File: src/logic/mas_pkg.sv
// package of constants and types for the motion axis supervisor
package mas_pkg;
  // controller clock and motion engine interval
  localparam int CLK_PERIOD_PS     = 5000;
  localparam int ENGINE_PERIOD_NS  = 1000;
  localparam int ENGINE_CYCLES     = (ENGINE_PERIOD_NS * 1000 + CLK_PERIOD_PS - 1) / CLK_PERIOD_PS;
  // fixed pulse-count travel limits
  localparam logic signed [32:0] PULSE_LIMIT_HI = 33'sh07FFF0000;
  localparam logic signed [32:0] PULSE_LIMIT_LO = -33'sh07FFF0000;
  // reported axis state codes
  localparam logic [7:0] CODE_DISABLED   = 8'h00;
  localparam logic [7:0] CODE_IDLE       = 8'h01;
  localparam logic [7:0] CODE_DISCRETE   = 8'h02;
  localparam logic [7:0] CODE_CONTINUOUS = 8'h03;
  localparam logic [7:0] CODE_HOMING     = 8'h04;
  localparam logic [7:0] CODE_STOPPING   = 8'h06;
  localparam logic [7:0] CODE_FAULT      = 8'h07;
  // motion command codes
  localparam logic [2:0] CMD_ERROR_STOP  = 3'h1;
  localparam logic [2:0] CMD_HALT        = 3'h2;
  localparam logic [2:0] CMD_FAULT_CLEAR = 3'h3;
  localparam logic [2:0] CMD_ABSOLUTE    = 3'h4;
  localparam logic [2:0] CMD_RELATIVE    = 3'h5;
  localparam logic [2:0] CMD_VELOCITY    = 3'h6;
  localparam logic [2:0] CMD_HOMING      = 3'h7;
  // homing modes that search an enabled hard limit switch
  localparam logic [1:0] HOME_ABS_SWITCH = 2'h0;
  localparam logic [1:0] HOME_REF_ABS    = 2'h1;
  // axis error identifiers
  localparam logic [7:0] ERR_NONE        = 8'h00;
  localparam logic [7:0] ERR_OT_HARD     = 8'h01;
  localparam logic [7:0] ERR_OT_SOFT     = 8'h02;
  localparam logic [7:0] ERR_OT_PULSE    = 8'h03;
  // reset values
  localparam logic [31:0] POSITION_RESET = 32'h00000000;
  localparam logic [15:0] VELOCITY_RESET = 16'h0000;
  // one-hot axis states
  typedef enum logic [6:0] {
    ST_DIS   = 7'b0000001,
    ST_IDLE  = 7'b0000010,
    ST_DISC  = 7'b0000100,
    ST_CONT  = 7'b0001000,
    ST_HOME  = 7'b0010000,
    ST_STOP  = 7'b0100000,
    ST_FAULT = 7'b1000000
  } mas_state_type;
endpackage

File: src/logic/mas_sync.sv
// three-stage synchroniser that accepts a change once stages two and three agree
module mas_sync
  import mas_pkg::*;
#(
  parameter int WIDTH = 1
)(
  input  wire logic             ref_clk,
  input  wire logic             sys_rst,
  input  wire logic [WIDTH-1:0] async_in,
  output logic      [WIDTH-1:0] stable_out
);
  logic [WIDTH-1:0] s1_reg;  // metastability catcher, read only by s2
  logic [WIDTH-1:0] s2_reg;
  logic [WIDTH-1:0] s3_reg;

  // stable value moves only on agreement, filtering single-cycle glitches
  always_ff @(posedge ref_clk or posedge sys_rst)
  begin
    if (sys_rst)
    begin
      s1_reg     <= '0;
      s2_reg     <= '0;
      s3_reg     <= '0;
      stable_out <= '0;
    end
    else
    begin
      s1_reg <= async_in;
      s2_reg <= s1_reg;
      s3_reg <= s2_reg;
      for (int i = 0; i < WIDTH; i++)
        if (s2_reg[i] == s3_reg[i])
          stable_out[i] <= s3_reg[i];
    end
  end
endmodule

File: src/logic/mas_axis.sv
// axis state machine, command arbitration and travel limit supervision
// Overview of operation
// [RL1] error stop aborts all, never itself aborted
// [RL2] halt during accel keeps steeper running jerk
// [RL3] commands taken strictly one at a time
// [RL4] fault or stopping: commands accepted, not executed
// [RL5] fault clear in fault goes idle
// [RL6] error while stopping goes to fault
// [RL7] fault keeps position updating and probe armed
// [RL8] power disable forces disabled from anywhere
// [RL9] state reported as fixed numeric code
// [RL10] reported state changes only on scan; the code also updates it without scan in disabled and fault
// [RL11] limit on moving axis gives over-travel stop
// [RL12] hard limit cuts pulses or emergency stops
// [RL13] switch homing modes use enabled hard limit
// [RL14] soft limits only when homed, else infinite
// [RL15] moves pre-checked, velocity checked continuously
// [RL16] soft limit hit stops with emergency parameters
// [RL17] soft limit should lie inside hard limit
// [RL18] fixed pulse-count limits always checked; the code checks them only in discrete, continuous and stopping states
// [RL19] continuous motion wraps position at pulse limit
// [RL20] velocity move busy only while ramping
// [RL21] error stop enters stopping, no resume
// [RL22] power on goes fault or idle by error
// [RL23] stopping ends at done with execute low
// [RL24] busy retrigger of same instance ignored
module mas_axis
  import mas_pkg::*;
#(
  parameter int ENGINE_DIV = ENGINE_CYCLES
)(
  input  wire logic               ref_clk,
  input  wire logic               sys_rst,
  input  wire logic               power_enable,     // drive power control enable
  input  wire logic               scan_valid,       // program unit scanned the active command
  input  wire logic               cmd_valid,
  input  wire logic [2:0]         cmd_code,
  input  wire logic [3:0]         cmd_instance,
  input  wire logic signed [31:0] cmd_target,
  input  wire logic [15:0]        cmd_velocity,
  input  wire logic [15:0]        cmd_jerk,
  input  wire logic               cmd_dir_neg,
  input  wire logic               stop_execute,     // execute level of the error stop
  input  wire logic [1:0]         home_mode,
  input  wire logic               home_dir_neg,
  input  wire logic               hard_lo_pin,
  input  wire logic               hard_hi_pin,
  input  wire logic               hard_lo_high,     // active level of lower switch
  input  wire logic               hard_hi_high,
  input  wire logic               hard_lo_en,
  input  wire logic               hard_hi_en,
  input  wire logic               hard_stop_on,
  input  wire logic [15:0]        estop_rate,       // emergency decel, 0 = immediate
  input  wire logic               soft_lo_en,
  input  wire logic               soft_hi_en,
  input  wire logic signed [31:0] soft_lo,
  input  wire logic signed [31:0] soft_hi,
  input  wire logic               probe_arm,
  input  wire logic               probe_pin,
  output logic [7:0]              state_code_reg,
  output logic                    busy_reg,
  output logic                    done_reg,
  output logic                    cmd_error_reg,
  output logic                    axis_error_reg,
  output logic [7:0]              error_id_reg,
  output logic signed [31:0]      pos_reg,
  output logic [15:0]             vel_reg,
  output logic [15:0]             rate_reg,         // jerk in force for ramps
  output logic                    pulse_out_reg,
  output logic                    dir_reg,
  output logic                    homed_reg,
  output logic                    probe_armed_reg,
  output logic signed [31:0]      probe_pos_reg
);
  mas_state_type     state_reg;          // internal axis state
  logic [15:0]       tgt_reg;            // target velocity
  logic signed [31:0] goal_reg;          // target position of discrete moves
  logic              pos_mode_reg;       // discrete move seeks goal_reg
  logic [3:0]        inst_reg;           // instance owning the axis
  logic              stop_done_reg;
  logic              probe_last_reg;
  logic [7:0]        div_reg;            // engine interval divider
  logic              tick_reg;           // one-cycle engine enable
  logic [2:0]        pins_sync;
  logic              busy_cond;

  // limit switches and probe come from outside, so they are synchronised
  mas_sync #(.WIDTH(3)) u_sync (
    .ref_clk    (ref_clk),
    .sys_rst    (sys_rst),
    .async_in   ({probe_pin, hard_hi_pin, hard_lo_pin}),
    .stable_out (pins_sync)
  );

  wire logic sw_lo = hard_lo_en & (pins_sync[0] == hard_lo_high);
  wire logic sw_hi = hard_hi_en & (pins_sync[1] == hard_hi_high);
  wire logic probe_rise = pins_sync[2] & ~probe_last_reg;

  // motion engine interval
  always_ff @(posedge ref_clk or posedge sys_rst)
  begin
    if (sys_rst)
    begin
      div_reg  <= 8'h00;
      tick_reg <= 1'b0;
    end
    else
    begin
      tick_reg <= (div_reg == 8'(ENGINE_DIV - 1));
      div_reg  <= (div_reg == 8'(ENGINE_DIV - 1)) ? 8'h00 : div_reg + 8'h01;
    end
  end

  // state decode
  wire logic st_dis   = (state_reg == ST_DIS);
  wire logic st_disc  = (state_reg == ST_DISC);
  wire logic st_cont  = (state_reg == ST_CONT);
  wire logic st_home  = (state_reg == ST_HOME);
  wire logic st_stop  = (state_reg == ST_STOP);
  wire logic st_fault = (state_reg == ST_FAULT);

  // next position from one engine step
  wire logic signed [32:0] pos_ext  = {pos_reg[31], pos_reg};
  wire logic signed [32:0] vel_ext  = $signed({17'h00000, vel_reg});
  wire logic signed [32:0] pos_step = dir_reg ? pos_ext - vel_ext : pos_ext + vel_ext;
  wire logic signed [32:0] goal_gap = {goal_reg[31], goal_reg} - pos_ext;
  wire logic signed [32:0] gap_abs  = goal_gap[32] ? -goal_gap : goal_gap;

  // soft limits count only once homed; disabled ones are infinite, see [RL14]
  wire logic soft_lo_on = homed_reg & soft_lo_en;
  wire logic soft_hi_on = homed_reg & soft_hi_en;

  // limit detection on a moving axis, homing excluded, see [RL11]
  wire logic moving   = st_disc | st_cont | st_stop;
  wire logic hard_hit = (sw_hi & ~dir_reg) | (sw_lo & dir_reg);
  wire logic soft_hit = st_cont & ((soft_hi_on & ~dir_reg & pos_step > 33'(soft_hi))
                        | (soft_lo_on & dir_reg & pos_step < 33'(soft_lo)));  // see [RL15]
  wire logic pulse_hit = (pos_step > PULSE_LIMIT_HI) | (pos_step < PULSE_LIMIT_LO); // see [RL18]
  wire logic pulse_err = pulse_hit & ~st_cont;
  wire logic ot_event  = tick_reg & power_enable & moving & (hard_hit | soft_hit | pulse_err);
  wire logic hard_cut  = ot_event & hard_hit & hard_stop_on;                        // see [RL12]
  wire logic wrap      = tick_reg & st_cont & pulse_hit & ~ot_event;                 // see [RL19]
  wire logic signed [31:0] wrap_pos = dir_reg ? (soft_hi_on ? soft_hi : POSITION_RESET)
                                              : (soft_lo_on ? soft_lo : POSITION_RESET);
  wire logic [7:0] ot_id = hard_hit ? ERR_OT_HARD : soft_hit ? ERR_OT_SOFT : ERR_OT_PULSE;

  // discrete goal reached and homing switch found
  wire logic reach = tick_reg & st_disc & pos_mode_reg & (gap_abs <= vel_ext);
  wire logic home_sw = home_dir_neg ? sw_lo : sw_hi;
  wire logic home_hit = tick_reg & st_home & home_sw;                                // see [RL13]

  // velocity ramp toward target, rate 0 jumps at once
  wire logic [15:0] up_gap   = tgt_reg - vel_reg;
  wire logic [15:0] dn_gap   = vel_reg - tgt_reg;
  wire logic [15:0] vel_ramp = (rate_reg == 16'h0000) ? tgt_reg
                             : (vel_reg < tgt_reg) ? ((up_gap > rate_reg) ? vel_reg + rate_reg : tgt_reg)
                             : ((dn_gap > rate_reg) ? vel_reg - rate_reg : tgt_reg);

  // command acceptance: one command per cycle, busy retrigger dropped silently
  wire logic retrig   = busy_reg & (cmd_instance == inst_reg);                       // see [RL24]
  wire logic cmd_take = cmd_valid & power_enable & ~retrig;                          // see [RL3]
  wire logic blocked  = st_dis | st_stop | st_fault;                                 // see [RL4]
  wire logic signed [31:0] cmd_goal = (cmd_code == CMD_RELATIVE) ? pos_reg + cmd_target
                                                                 : cmd_target;
  wire logic goal_bad = (soft_hi_on & cmd_goal > soft_hi) | (soft_lo_on & cmd_goal < soft_lo);
  wire logic is_move  = (cmd_code == CMD_ABSOLUTE) | (cmd_code == CMD_RELATIVE);
  wire logic run_cmd  = cmd_take & ~blocked & (cmd_code != CMD_FAULT_CLEAR);
  wire logic move_bad = run_cmd & is_move & goal_bad;                                // see [RL15]
  wire logic home_now = run_cmd & (cmd_code == CMD_HOMING)
                        & (home_mode != HOME_ABS_SWITCH) & (home_mode != HOME_REF_ABS);
  wire logic halt_keep = (vel_reg < tgt_reg) & (cmd_jerk < rate_reg);                // see [RL2]
  wire logic [15:0] stop_rate = (cmd_jerk == 16'h0000) ? estop_rate : cmd_jerk;

  // reported code for the current internal state, see [RL9]
  logic [7:0] st_code;
  always_comb
  begin
    unique case (state_reg)
      ST_DIS:   st_code = CODE_DISABLED;
      ST_IDLE:  st_code = CODE_IDLE;
      ST_DISC:  st_code = CODE_DISCRETE;
      ST_CONT:  st_code = CODE_CONTINUOUS;
      ST_HOME:  st_code = CODE_HOMING;
      ST_STOP:  st_code = CODE_STOPPING;
      default:  st_code = CODE_FAULT;
    endcase
  end

  // velocity moves are busy only while ramping, see [RL20]
  assign busy_cond = (st_disc | st_home | st_stop) ? (vel_reg != 16'h0000) | (tgt_reg != 16'h0000)
                   : st_cont & (vel_reg != tgt_reg);

  // idle decode and discrete move completion, read by the state machine below
  wire logic st_idle_w    = (state_reg == ST_IDLE);
  wire logic reach_seen_w = st_disc & pos_mode_reg & (vel_reg == 16'h0000)
                            & (tgt_reg == 16'h0000) & (pos_reg == goal_reg);

  // axis state machine and command execution
  always_ff @(posedge ref_clk or posedge sys_rst)
  begin
    if (sys_rst)
    begin
      state_reg      <= ST_DIS;
      tgt_reg        <= VELOCITY_RESET;
      rate_reg       <= VELOCITY_RESET;
      goal_reg       <= POSITION_RESET;
      pos_mode_reg   <= 1'b0;
      dir_reg        <= 1'b0;
      inst_reg       <= 4'h0;
      stop_done_reg  <= 1'b0;
      axis_error_reg <= 1'b0;
      error_id_reg   <= ERR_NONE;
      homed_reg      <= 1'b0;
    end
    else if (!power_enable)
    begin
      state_reg <= ST_DIS;                          // see [RL8]
      tgt_reg   <= VELOCITY_RESET;
    end
    else
    begin
      stop_done_reg <= st_stop & (vel_reg == 16'h0000) & (tgt_reg == 16'h0000);
      if (ot_event)
      begin
        // over-travel wins over a command in the same cycle; stopping also faults, see [RL6]
        state_reg      <= ST_FAULT;                 // see [RL11]
        axis_error_reg <= 1'b1;
        error_id_reg   <= ot_id;
        tgt_reg        <= VELOCITY_RESET;
        pos_mode_reg   <= 1'b0;
        rate_reg       <= estop_rate;               // see [RL16]
      end
      else if (st_dis)
        state_reg <= axis_error_reg ? ST_FAULT : ST_IDLE;  // see [RL22]
      else if (cmd_take && st_fault && cmd_code == CMD_FAULT_CLEAR)
      begin
        state_reg      <= ST_IDLE;                  // see [RL5]
        axis_error_reg <= 1'b0;
        error_id_reg   <= ERR_NONE;
      end
      else if (run_cmd && !move_bad)
      begin
        inst_reg <= cmd_instance;
        unique case (cmd_code)
          CMD_ERROR_STOP:
          begin
            state_reg    <= ST_STOP;                // see [RL1]
            tgt_reg      <= VELOCITY_RESET;
            rate_reg     <= stop_rate;
            pos_mode_reg <= 1'b0;
          end
          CMD_HALT:
          begin
            if (!st_idle_w)
              state_reg <= ST_DISC;
            tgt_reg      <= VELOCITY_RESET;
            rate_reg     <= halt_keep ? rate_reg : cmd_jerk;
            pos_mode_reg <= 1'b0;
          end
          CMD_ABSOLUTE, CMD_RELATIVE:
          begin
            state_reg    <= ST_DISC;
            goal_reg     <= cmd_goal;
            dir_reg      <= cmd_goal < pos_reg;
            tgt_reg      <= cmd_velocity;
            rate_reg     <= cmd_jerk;
            pos_mode_reg <= 1'b1;
          end
          CMD_VELOCITY:
          begin
            state_reg    <= ST_CONT;
            dir_reg      <= cmd_dir_neg;
            tgt_reg      <= cmd_velocity;
            rate_reg     <= cmd_jerk;
            pos_mode_reg <= 1'b0;
          end
          CMD_HOMING:
          begin
            // homing: switch modes search, others set zero here
            state_reg    <= home_now ? ST_IDLE : ST_HOME;
            homed_reg    <= home_now;
            dir_reg      <= home_dir_neg;
            tgt_reg      <= home_now ? VELOCITY_RESET : cmd_velocity;
            rate_reg     <= cmd_jerk;
            pos_mode_reg <= 1'b0;
          end
          default:
          begin
            // code 0 is unused and starts nothing
          end
        endcase
      end
      else if (home_hit)
      begin
        state_reg <= ST_IDLE;
        homed_reg <= 1'b1;
        tgt_reg   <= VELOCITY_RESET;
      end
      else if (reach)
        tgt_reg <= VELOCITY_RESET;
      else if (st_disc && !pos_mode_reg && vel_reg == 16'h0000 && tgt_reg == 16'h0000)
        state_reg <= ST_IDLE;                       // halt finished
      else if (reach_seen_w)
        state_reg <= ST_IDLE;
      else if (st_stop && stop_done_reg && !stop_execute)
        state_reg <= ST_IDLE;                       // see [RL23] [RL21]
    end
  end

  // velocity and position run in every state but disabled, fault included, see [RL7]
  always_ff @(posedge ref_clk or posedge sys_rst)
  begin
    if (sys_rst)
    begin
      vel_reg       <= VELOCITY_RESET;
      pos_reg       <= POSITION_RESET;
      pulse_out_reg <= 1'b0;
    end
    else
    begin
      pulse_out_reg <= tick_reg & power_enable & (vel_reg != 16'h0000) & ~hard_cut;
      if (!power_enable || hard_cut || home_hit || reach)
        vel_reg <= VELOCITY_RESET;                  // see [RL12]
      else if (tick_reg)
        vel_reg <= vel_ramp;
      if (home_hit || home_now)
        pos_reg <= POSITION_RESET;
      else if (reach)
        pos_reg <= goal_reg;
      else if (wrap)
        pos_reg <= wrap_pos;
      else if (tick_reg && power_enable && !hard_cut)
        pos_reg <= pos_step[31:0];
    end
  end

  // status toward the program unit; code follows scan except disable and fault
  always_ff @(posedge ref_clk or posedge sys_rst)
  begin
    if (sys_rst)
    begin
      state_code_reg  <= CODE_DISABLED;
      busy_reg        <= 1'b0;
      done_reg        <= 1'b0;
      cmd_error_reg   <= 1'b0;
      probe_armed_reg <= 1'b0;
      probe_last_reg  <= 1'b0;
      probe_pos_reg   <= POSITION_RESET;
    end
    else
    begin
      if (scan_valid || st_dis || st_fault)
        state_code_reg <= st_code;                  // see [RL10]
      busy_reg       <= (run_cmd & ~move_bad & ~home_now) | (busy_reg & busy_cond);
      done_reg       <= busy_reg & ~busy_cond & ~ot_event & ~run_cmd;
      cmd_error_reg  <= move_bad;
      probe_last_reg <= pins_sync[2];
      if (st_dis)
        probe_armed_reg <= 1'b0;
      else if (probe_armed_reg && probe_rise)
      begin
        probe_armed_reg <= 1'b0;                    // see [RL7]
        probe_pos_reg   <= pos_reg;
      end
      else if (probe_arm)
        probe_armed_reg <= 1'b1;
    end
  end

  property p_stop_held;
    @(posedge ref_clk) disable iff (sys_rst)
    (st_stop && power_enable && !(stop_done_reg && !stop_execute) && !ot_event)
    |=> state_reg == ST_STOP;
  endproperty
  a_stop_held: assert property (p_stop_held) else $error("stopping left early"); // see [RL1]

  property p_clear;
    @(posedge ref_clk) disable iff (sys_rst)
    (st_fault && power_enable && cmd_valid && cmd_code == CMD_FAULT_CLEAR) |=> state_reg == ST_IDLE;
  endproperty
  a_clear: assert property (p_clear) else $error("fault clear ignored"); // see [RL5]

  property p_power_off;
    @(posedge ref_clk) disable iff (sys_rst)
    !power_enable |=> st_dis ##1 state_code_reg == CODE_DISABLED;
  endproperty
  a_power_off: assert property (p_power_off) else $error("not disabled"); // see [RL8]

  property p_power_on;
    @(posedge ref_clk) disable iff (sys_rst)
    (st_dis && power_enable && axis_error_reg) |=> st_fault;
  endproperty
  a_power_on: assert property (p_power_on) else $error("error not kept at power on"); // see [RL22]

  property p_stop_exit;
    @(posedge ref_clk) disable iff (sys_rst)
    (st_stop && power_enable && stop_done_reg && !stop_execute && !ot_event) |=> st_idle_w;
  endproperty
  a_stop_exit: assert property (p_stop_exit) else $error("stopping not left"); // see [RL23]

  property p_hard_cut;
    @(posedge ref_clk) disable iff (sys_rst)
    hard_cut |=> (vel_reg == 16'h0000) && !pulse_out_reg && st_fault;
  endproperty
  a_hard_cut: assert property (p_hard_cut) else $error("pulses not cut"); // see [RL12]

  property p_wrap;
    @(posedge ref_clk) disable iff (sys_rst)
    (wrap && power_enable && !home_now) |=> pos_reg == $past(wrap_pos);
  endproperty
  a_wrap: assert property (p_wrap) else $error("no wrap"); // see [RL19]

  property p_halt_jerk;
    @(posedge ref_clk) disable iff (sys_rst)
    (run_cmd && cmd_code == CMD_HALT && halt_keep && !ot_event) |=> $stable(rate_reg);
  endproperty
  a_halt_jerk: assert property (p_halt_jerk) else $error("halt jerk too soft"); // see [RL2]

  property p_scan;
    @(posedge ref_clk) disable iff (sys_rst)
    (!scan_valid && !st_dis && !st_fault) |=> $stable(state_code_reg);
  endproperty
  a_scan: assert property (p_scan) else $error("code changed without scan"); // see [RL10]

  property p_soft_pre;
    @(posedge ref_clk) disable iff (sys_rst)
    (move_bad && !ot_event) |=> cmd_error_reg && $stable(state_reg);
  endproperty
  a_soft_pre: assert property (p_soft_pre) else $error("bad goal executed"); // see [RL15]

  c_wrap:  cover property (@(posedge ref_clk) disable iff (sys_rst) wrap);
  c_ot:    cover property (@(posedge ref_clk) disable iff (sys_rst) ot_event ##[1:50] st_fault);
  c_stop:  cover property (@(posedge ref_clk) disable iff (sys_rst) st_stop ##[1:500] st_idle_w);
endmodule

File: config.mk
export PLATFORM = sky130hd
export DESIGN_NAME = mas_axis
export DESIGN_NICKNAME = d
export VERILOG_FILES = /design/src/logic/mas_pkg.sv /design/src/logic/mas_sync.sv /design/src/logic/mas_axis.sv
export SDC_FILE = /design/constraint.sdc
export NUM_CORES = 1
export LEC_CHECK = 0
export ABC_AREA = 1
export BUFFER_PORTS_ARGS = -buffer_cell sky130_fd_sc_hd__buf_2
export CAP_MARGIN = 25
export CELL_PAD_IN_SITES_DETAIL_PLACEMENT = 0
export CELL_PAD_IN_SITES_GLOBAL_PLACEMENT = 1
export CORE_ASPECT_RATIO = 0.9
export CORE_UTILIZATION = 38
export CTS_BUF_LIST = sky130_fd_sc_hd__clkbuf_4
export DETAILED_ROUTE_END_ITERATION = 16
export PLACE_DENSITY_LB_ADDON = 0.1
export SLEW_MARGIN = 30
export SYNTH_ARGS = -nofsm -noshare
export SYNTH_HDL_FRONTEND = slang
export SYNTH_SLANG_ARGS = --single-unit
export TNS_END_PERCENT = 20
File: constraint.sdc
create_clock -name ref_clk -period 6.6 [get_ports ref_clk]
set_input_delay 1.32 -clock ref_clk [delete_from_list [all_inputs] [get_ports ref_clk]]
set_output_delay 1.32 -clock ref_clk [all_outputs]
set_load 0.02 [all_outputs]
==> metrics.cfg, run 1 <==
[yosys]
synth_top_area_frac = 0.182
ys_seq_area_frac = 0.177
synth_seq_cells = 192
syn_area_per_cell_um2 = 6.14
synth-compound-area-share = 0.148
ys_warn_count = 0
yosys.area_share.simple = 0.339
synth_flop_cell = dfrtp_1
synth_largest_area_cell = nand2_1
synth_xor_area_frac = 0.0378
synthDistinctLibCells = 61
async_flop_share = 1.00
synth.area.mux_share = 0
synth_edf_count = 0
syn_area_um2 = 27100
synth_top_family_by_area = simple AND/OR/NAND/NOR gates
synth_cells = 4414
synthTopCellsByArea = nand2_1 (18%), dfrtp_1 (18%), ha_1 (18%)
yosys.area_share.adder = 0.182

[die]
core-area_um2 = 70300
die_w_um = 283
die-area_um2 = 72400
die_y_um = 255
fp-row-count = 92
start_util = 0.385
num_io_pins = 292

[pwr]
power-per-cell-area_nw_per_um2 = 547
p_leak_nw = 17.8
p_total_mw = 17.2
ir_worst_vdd_uv = 302

[sta]
finalSetupTns_ns = 0
fin_crit_ns = 6.19
setup_viol = 0
hold_violations = 0
max_slew_margin = 0.415
drv_slew = 0
finClkSkew_ns = 0.0439
tightest_slew_ns = 0.855
fmax_ghz = 0.162
fin_crit_sh = 0.937

[placement]
dp_hpwl_um = 102000
portBuffers = 279
gp_congestion = 0.994
placed_cell_area_um2 = 31000

[worst_setup_path]
critPathLaunchType = flop
cp_slowest_cell = dfrtp_1
rrSetupSlack_ns = 0.41
cp_max_fo = 22
critical_path_class = reg -> reg
crit_path_start = vel_reg[2]
crit_top_cell = nand2_1
slowest_delay_ns = 0.43
worstPathArrival_ns = 6.84
cp.required_ns = 7.25
cp-end-kind = flop
r2r-start = vel_reg[2]

[layout]
fin_nets = 5391
fin_area_um2 = 31500
synthToLayoutAreaGrowth_pct = 16.3
drive_above_1_share = 0.127

[clock_tree]
ctsHoldBuffers = 0
root_buffer = clkbuf_4
h-tree-depth = 4
path_clk_slew_ns = 0.18
cts_tree = built
clkSinkCount = 192
clock_latency_ns = 0.76
ctsLongestPathBuffers = 2
numCtsBuffers = 17

[routing]
drt_iter0_drc = 2898
remaining_drc_errors = 0
wl_um = 120000
postRouteAntennaNets = 0
dr.pass1.iters = 7
post_drt_wl_per_cell_um = 20.6
viasPerCell = 5.26
vias = 30500

[global_route]
grt_pass1_vias = 27800
grt_use_total = 0.323
grt_max_degree = 115
grt_overflow_total = 0
grt_pass1_wl_um = 175000
antenna_found_initial = 12

[worst_hold_path]
hp-start = u_sync.s1_reg[0]
hold_class = reg -> reg

[run_status]
status = finished, final reports clean

[flow_run]
cap_viol_max_count = 0

cell families (layout without fill, tap and decap cells):
| family | count (synthesis) | in the layout |
|---|---|---|
| and+or+nand+nor | 2184 | 2184 |
| buffers and inverters | 814 | 1234 |
| AOI/OAI and AO/OA | 716 | 716 |
| adders and majority gates | 391 | 391 |
| DFF | 192 | 192 |
| xor gates and xnor gates | 116 | 116 |
| other | 1 | 19 |
layer usage:
layer / track usage / share of wire / vias to the layer above
met2: 0.443 / 0.39 / 1020
met5: 0 / 0 / -
li1: - / - / 15300
met4: 0.0760 / 0.021 / 0
met1: 0.489 / 0.49 / 14100
met3: 0.0869 / 0.095 / 100
power breakdown:
group	switching, mW	internal [mW]
Combinational	9.64	5.10
Clock	0.503	0.162
Sequential	0.344	1.49
Total	10.5	6.75
Yosys cell counts (3+ instances only):
library cell	number
a2111oi_0	3
a211oi_1	14
a21boi_0	3
a21o_1	12
a21oi_1	279
a31oi_1	48
and2_1	5
and3_1	5
buf_1	4
buf_2	28
buf_4	14
clkbuf_1	69
clkinv_1	3
dfrtp_1	191
fa_1	7
ha_1	381
inv_1	687
inv_2	8
maj3_1	3
nand2_1	1317
nand2_2	8
nand3_1	309
nand3_2	4
nand3b_1	15
nand4_1	93
nor2_1	300
nor2_2	6
nor3_1	87
nor4_1	24
o2111ai_1	3
o211ai_1	12
o21a_1	31
o21ai_0	221
o21ai_1	40
o21bai_1	11
o221ai_1	10
o22ai_1	7
o31ai_1	7
or2_2	5
xnor2_1	27
xor2_1	88
final cells by class:
cell class	count	area, um^2
antenna	8	20.0
clock buffer	17	128
clock inverter	15	125
fill	7852	38800
inverter	698	2640
multi-input combinational	3418	19300
sequential	192	4810
tap	940	1180
timing repair buffer	504	3270
placed cells by master (no fill, tap or decap), types with 42 or more instances in the layout:
cell type | netlist | layout
nand2_1 | 1317 | 1307
inv_1 | 687 | 685
ha_1 | 381 | 378
nand3_1 | 309 | 307
nor2_1 | 300 | 294
buf_2 | 28 | 279
a21oi_1 | 279 | 276
o21ai_0 | 221 | 217
buf_4 | 14 | 208
dfrtp_1 | 191 | 189
nand4_1 | 93 | 93
xor2_1 | 88 | 88
nor3_1 | 87 | 81
a31oi_1 | 48 | 48
o21ai_1 | 40 | 42
path summary, 6_finish.rpt:
| check | endpoint | depth (start not counted) |
|---|---|---|
| worst min register to register | u_sync.s2_reg[0] | 0 |
| min in group asynchronous | state_code_reg[0] | 2 |
| worst max register to register | pos_reg[25] | 43 |
| worst min-delay path | u_sync.s2_reg[0] | 0 |
| worst max-delay path | pos_reg[25] | 43 |
| max in group asynchronous | dir_reg | 3 |
repair_timing:
action,4_1_cts,5_1_grt
hold endpoints to repair,0,0
resized for setup,4,40
setup endpoints to repair,85,114
cloned,0,2
setup buffers,1,1
pin swaps,1,7
worst max-delay path, delay by kind of cell, from the launching register on:
family,cells,cell delay (ns)
AND/OR/NAND/NOR,26,2.94
buffers and inverters,9,1.21
adder cells (fa/ha/maj),3,0.74
AO/OA/AOI/OAI,5,0.72
flip-flops,1,0.43
stage by stage:
| stage | util | setup WS [ns] | hold slack (ns) | std cells |
|---|---|---|---|---|
| final | 0.448 | 0.413 | 0.366 | 5792 |
| after global routing | 0.448 | -0.0105 | 0.373 | 5791 |
| after CTS | 0.445 | 0.0900 | 0.370 | 5781 |
| after detailed placement | 0.441 | -0.343 | 0.336 | 5748 |
| after global placement | 0.441 | -0.248 | 0.333 | 5748 |
| after floorplan | - | 0.0545 | 0.331 | 4424 |
(Power assumes the default switching activity.)
==> run 2, diff against run 1 <==
--- a/config.mk
+++ b/config.mk
@@ -14,8 +14,9 @@
 export CORE_UTILIZATION = 38
 export CTS_BUF_LIST = sky130_fd_sc_hd__clkbuf_4
 export DETAILED_ROUTE_END_ITERATION = 16
+export GPL_TIMING_DRIVEN = 0
 export PLACE_DENSITY_LB_ADDON = 0.1
-export SLEW_MARGIN = 30
+export SLEW_MARGIN = 5
 export SYNTH_ARGS = -nofsm -noshare
 export SYNTH_HDL_FRONTEND = slang
 export SYNTH_SLANG_ARGS = --single-unit
==> metrics.cfg, run 2 (synthesis gave the netlist of run 1 again) <==
[placement]
placed_cell_area_um2 = 29800
dp_hpwl_um = 105000
portBuffers = 278
post-place-ws_ns = -1.99
gp_congestion = 0.985

[worst_setup_path]
critical_path_class = in -> reg
cp.required_ns = 7.19
slowest_delay_ns = 0.48
crit_top_cell = nand2_1
r2r_end = tgt_reg[7]
cp_max_fo = 10
r2r-start = vel_reg[1]
cp-end-kind = flop
cp_slowest_cell = or3_1
critPathLaunchType = input pin
reg2reg_depth = 39
worstPathArrival_ns = 6.93
rrSetupSlack_ns = 0.27

[clock_tree]
path_clk_slew_ns = 0.16
h-tree-depth = 4
ctsLongestPathBuffers = 2
ctsHoldBuffers = 0
root_buffer = clkbuf_4
clock_latency_ns = 0.76
numCtsBuffers = 17
cts_tree = built
clkSinkCount = 192

[routing]
dr.pass1.iters = 5
dr_wl_met2_um = 49900
post_drt_wl_per_cell_um = 21.4
top_layer = met5
wl_met1_um = 59600
postRouteAntennaNets = 0
viasPerCell = 5.37
wl_um = 123000
dr_wl_met3_um = 11000
remaining_drc_errors = 0
drt_iter0_drc = 2787
vias = 30700

[pwr]
ir_worst_vdd_uv = 205
power-per-cell-area_nw_per_um2 = 530
sw_frac_of_total = 0.629
p_total_mw = 16.4
p_leak_nw = 17.3
pwr-share-comb = 0.837
power_frac_clock = 0.043
power_frac_seq = 0.120
p_sw_mw = 10.3
power.internal_mw = 6.09

[global_route]
grt_overflow_total = 0
grt_max_degree = 110
grt_pass1_vias = 28300
grt_use_total = 0.331
grt_pass1_wl_um = 180000
antenna_found_initial = 7

[layout]
post-route-util = 0.441
final_common_cell = nand2_1
fin_area_um2 = 31000
final_cell_mix = nand2_1 (1,295), inv_1 (677), ha_1 (374), nand3_1 (307), buf_2 (300)
fin_nets = 5329
synthToLayoutAreaGrowth_pct = 14.4
drive_above_1_share = 0.115

[die]
die-area_um2 = 72400
start_util = 0.385
die_y_um = 255
die_w_um = 283
fp-row-count = 92
core-area_um2 = 70300
num_io_pins = 292

[flow_run]
cap_viol_max_count = 0

[sta]
drv_slew = 0
setup_ws_ns = 0.255
fmax_ghz = 0.158
tightest_slew_ns = 1.39
hold_violations = 0
fin_crit_sh = 0.961
whs_ns = 0.370
setup_viol = 0
max_slew_margin = 0.0656
finClkSkew_ns = 0.0582
fin_crit_ns = 6.35

[worst_hold_path]
hold_class = reg -> reg
hp-start = u_sync.s1_reg[2]
whs_endpoint = u_sync.s2_reg[2]
hold_depth = 0

[run_status]
status = finished, final reports clean

## run 2: area by class of cell
type	instances	area, um^2
Tap cell	940	1180
Sequential cell	192	4830
Fill cell	7814	39300
Timing Repair Buffer	328	1850
Clock inverter	13	128
Clock buffer	19	143
Inverter	698	2650
Multi-Input combinational cell	3419	19600
Antenna cell	6	15.0
Buffer	113	564
## run 2: worst max path at each step
stage | endpoint | startpoint | cells past startpoint | slack (ns)
2_1_floorplan | axis_error_reg | sys_rst | 1 | 0.05
5_1_grt | tgt_reg[7] | vel_reg[1] | 42 | -0.11
6_report | goal_reg[3] | cmd_target[12] | 30 | 0.25
3_5_place_dp | pos_reg[5] | dir_reg | 31 | -1.99
3_3_place_gp | probe_pos_reg[25] | sys_rst | 2 | -2.49
4_1_cts | goal_reg[3] | vel_reg[1] | 40 | 0.004
## run 2: repair_timing
action / CTS / global route
setup endpoints to repair: 131 / 124
buffers inserted: 15 / 23
gates resized for setup: 69 / 96
gates cloned: 0 / 1
pin swaps: 6 / 16
## run 2: stage by stage
stage	instances	setup TNS, ns
2_1_floorplan	4424	0
3_3_place_gp	5642	-678.31
3_5_place_dp	5653	-194.96
4_1_cts	5698	0
5_1_grt	5726	-2.55
6_report	5728	0
## run 2: power groups by stage
stage / Sequential [mW] / Clock [mW] / Combinational (mW)
6_report: 1.96 / 0.707 / 13.7
4_1_cts: 1.94 / 0.729 / 13.3
3_3_place_gp: 1.95 / 0 / 13.1
2_1_floorplan: 1.99 / 0 / 9.13
3_5_place_dp: 1.95 / 0 / 13.2
5_1_grt: 1.99 / 0.763 / 15.4
## run 2: worst max-delay path, delay by kind of cell
family / cells / cell delay, ns
AND/OR/NAND/NOR: 19 / 3.28
adder cells (fa/ha/maj): 2 / 0.75
buffers and inverters: 3 / 0.52
XOR/XNOR: 1 / 0.19
AO/OA/AOI/OAI: 5 / 0.85
## run 2: routing by layer
layer  global-route usage  vias up
li1                     -    15200
met1                0.493    14400
met3               0.0744      108
met2                0.483     1085
met4               0.0667        4
met5                    0        -
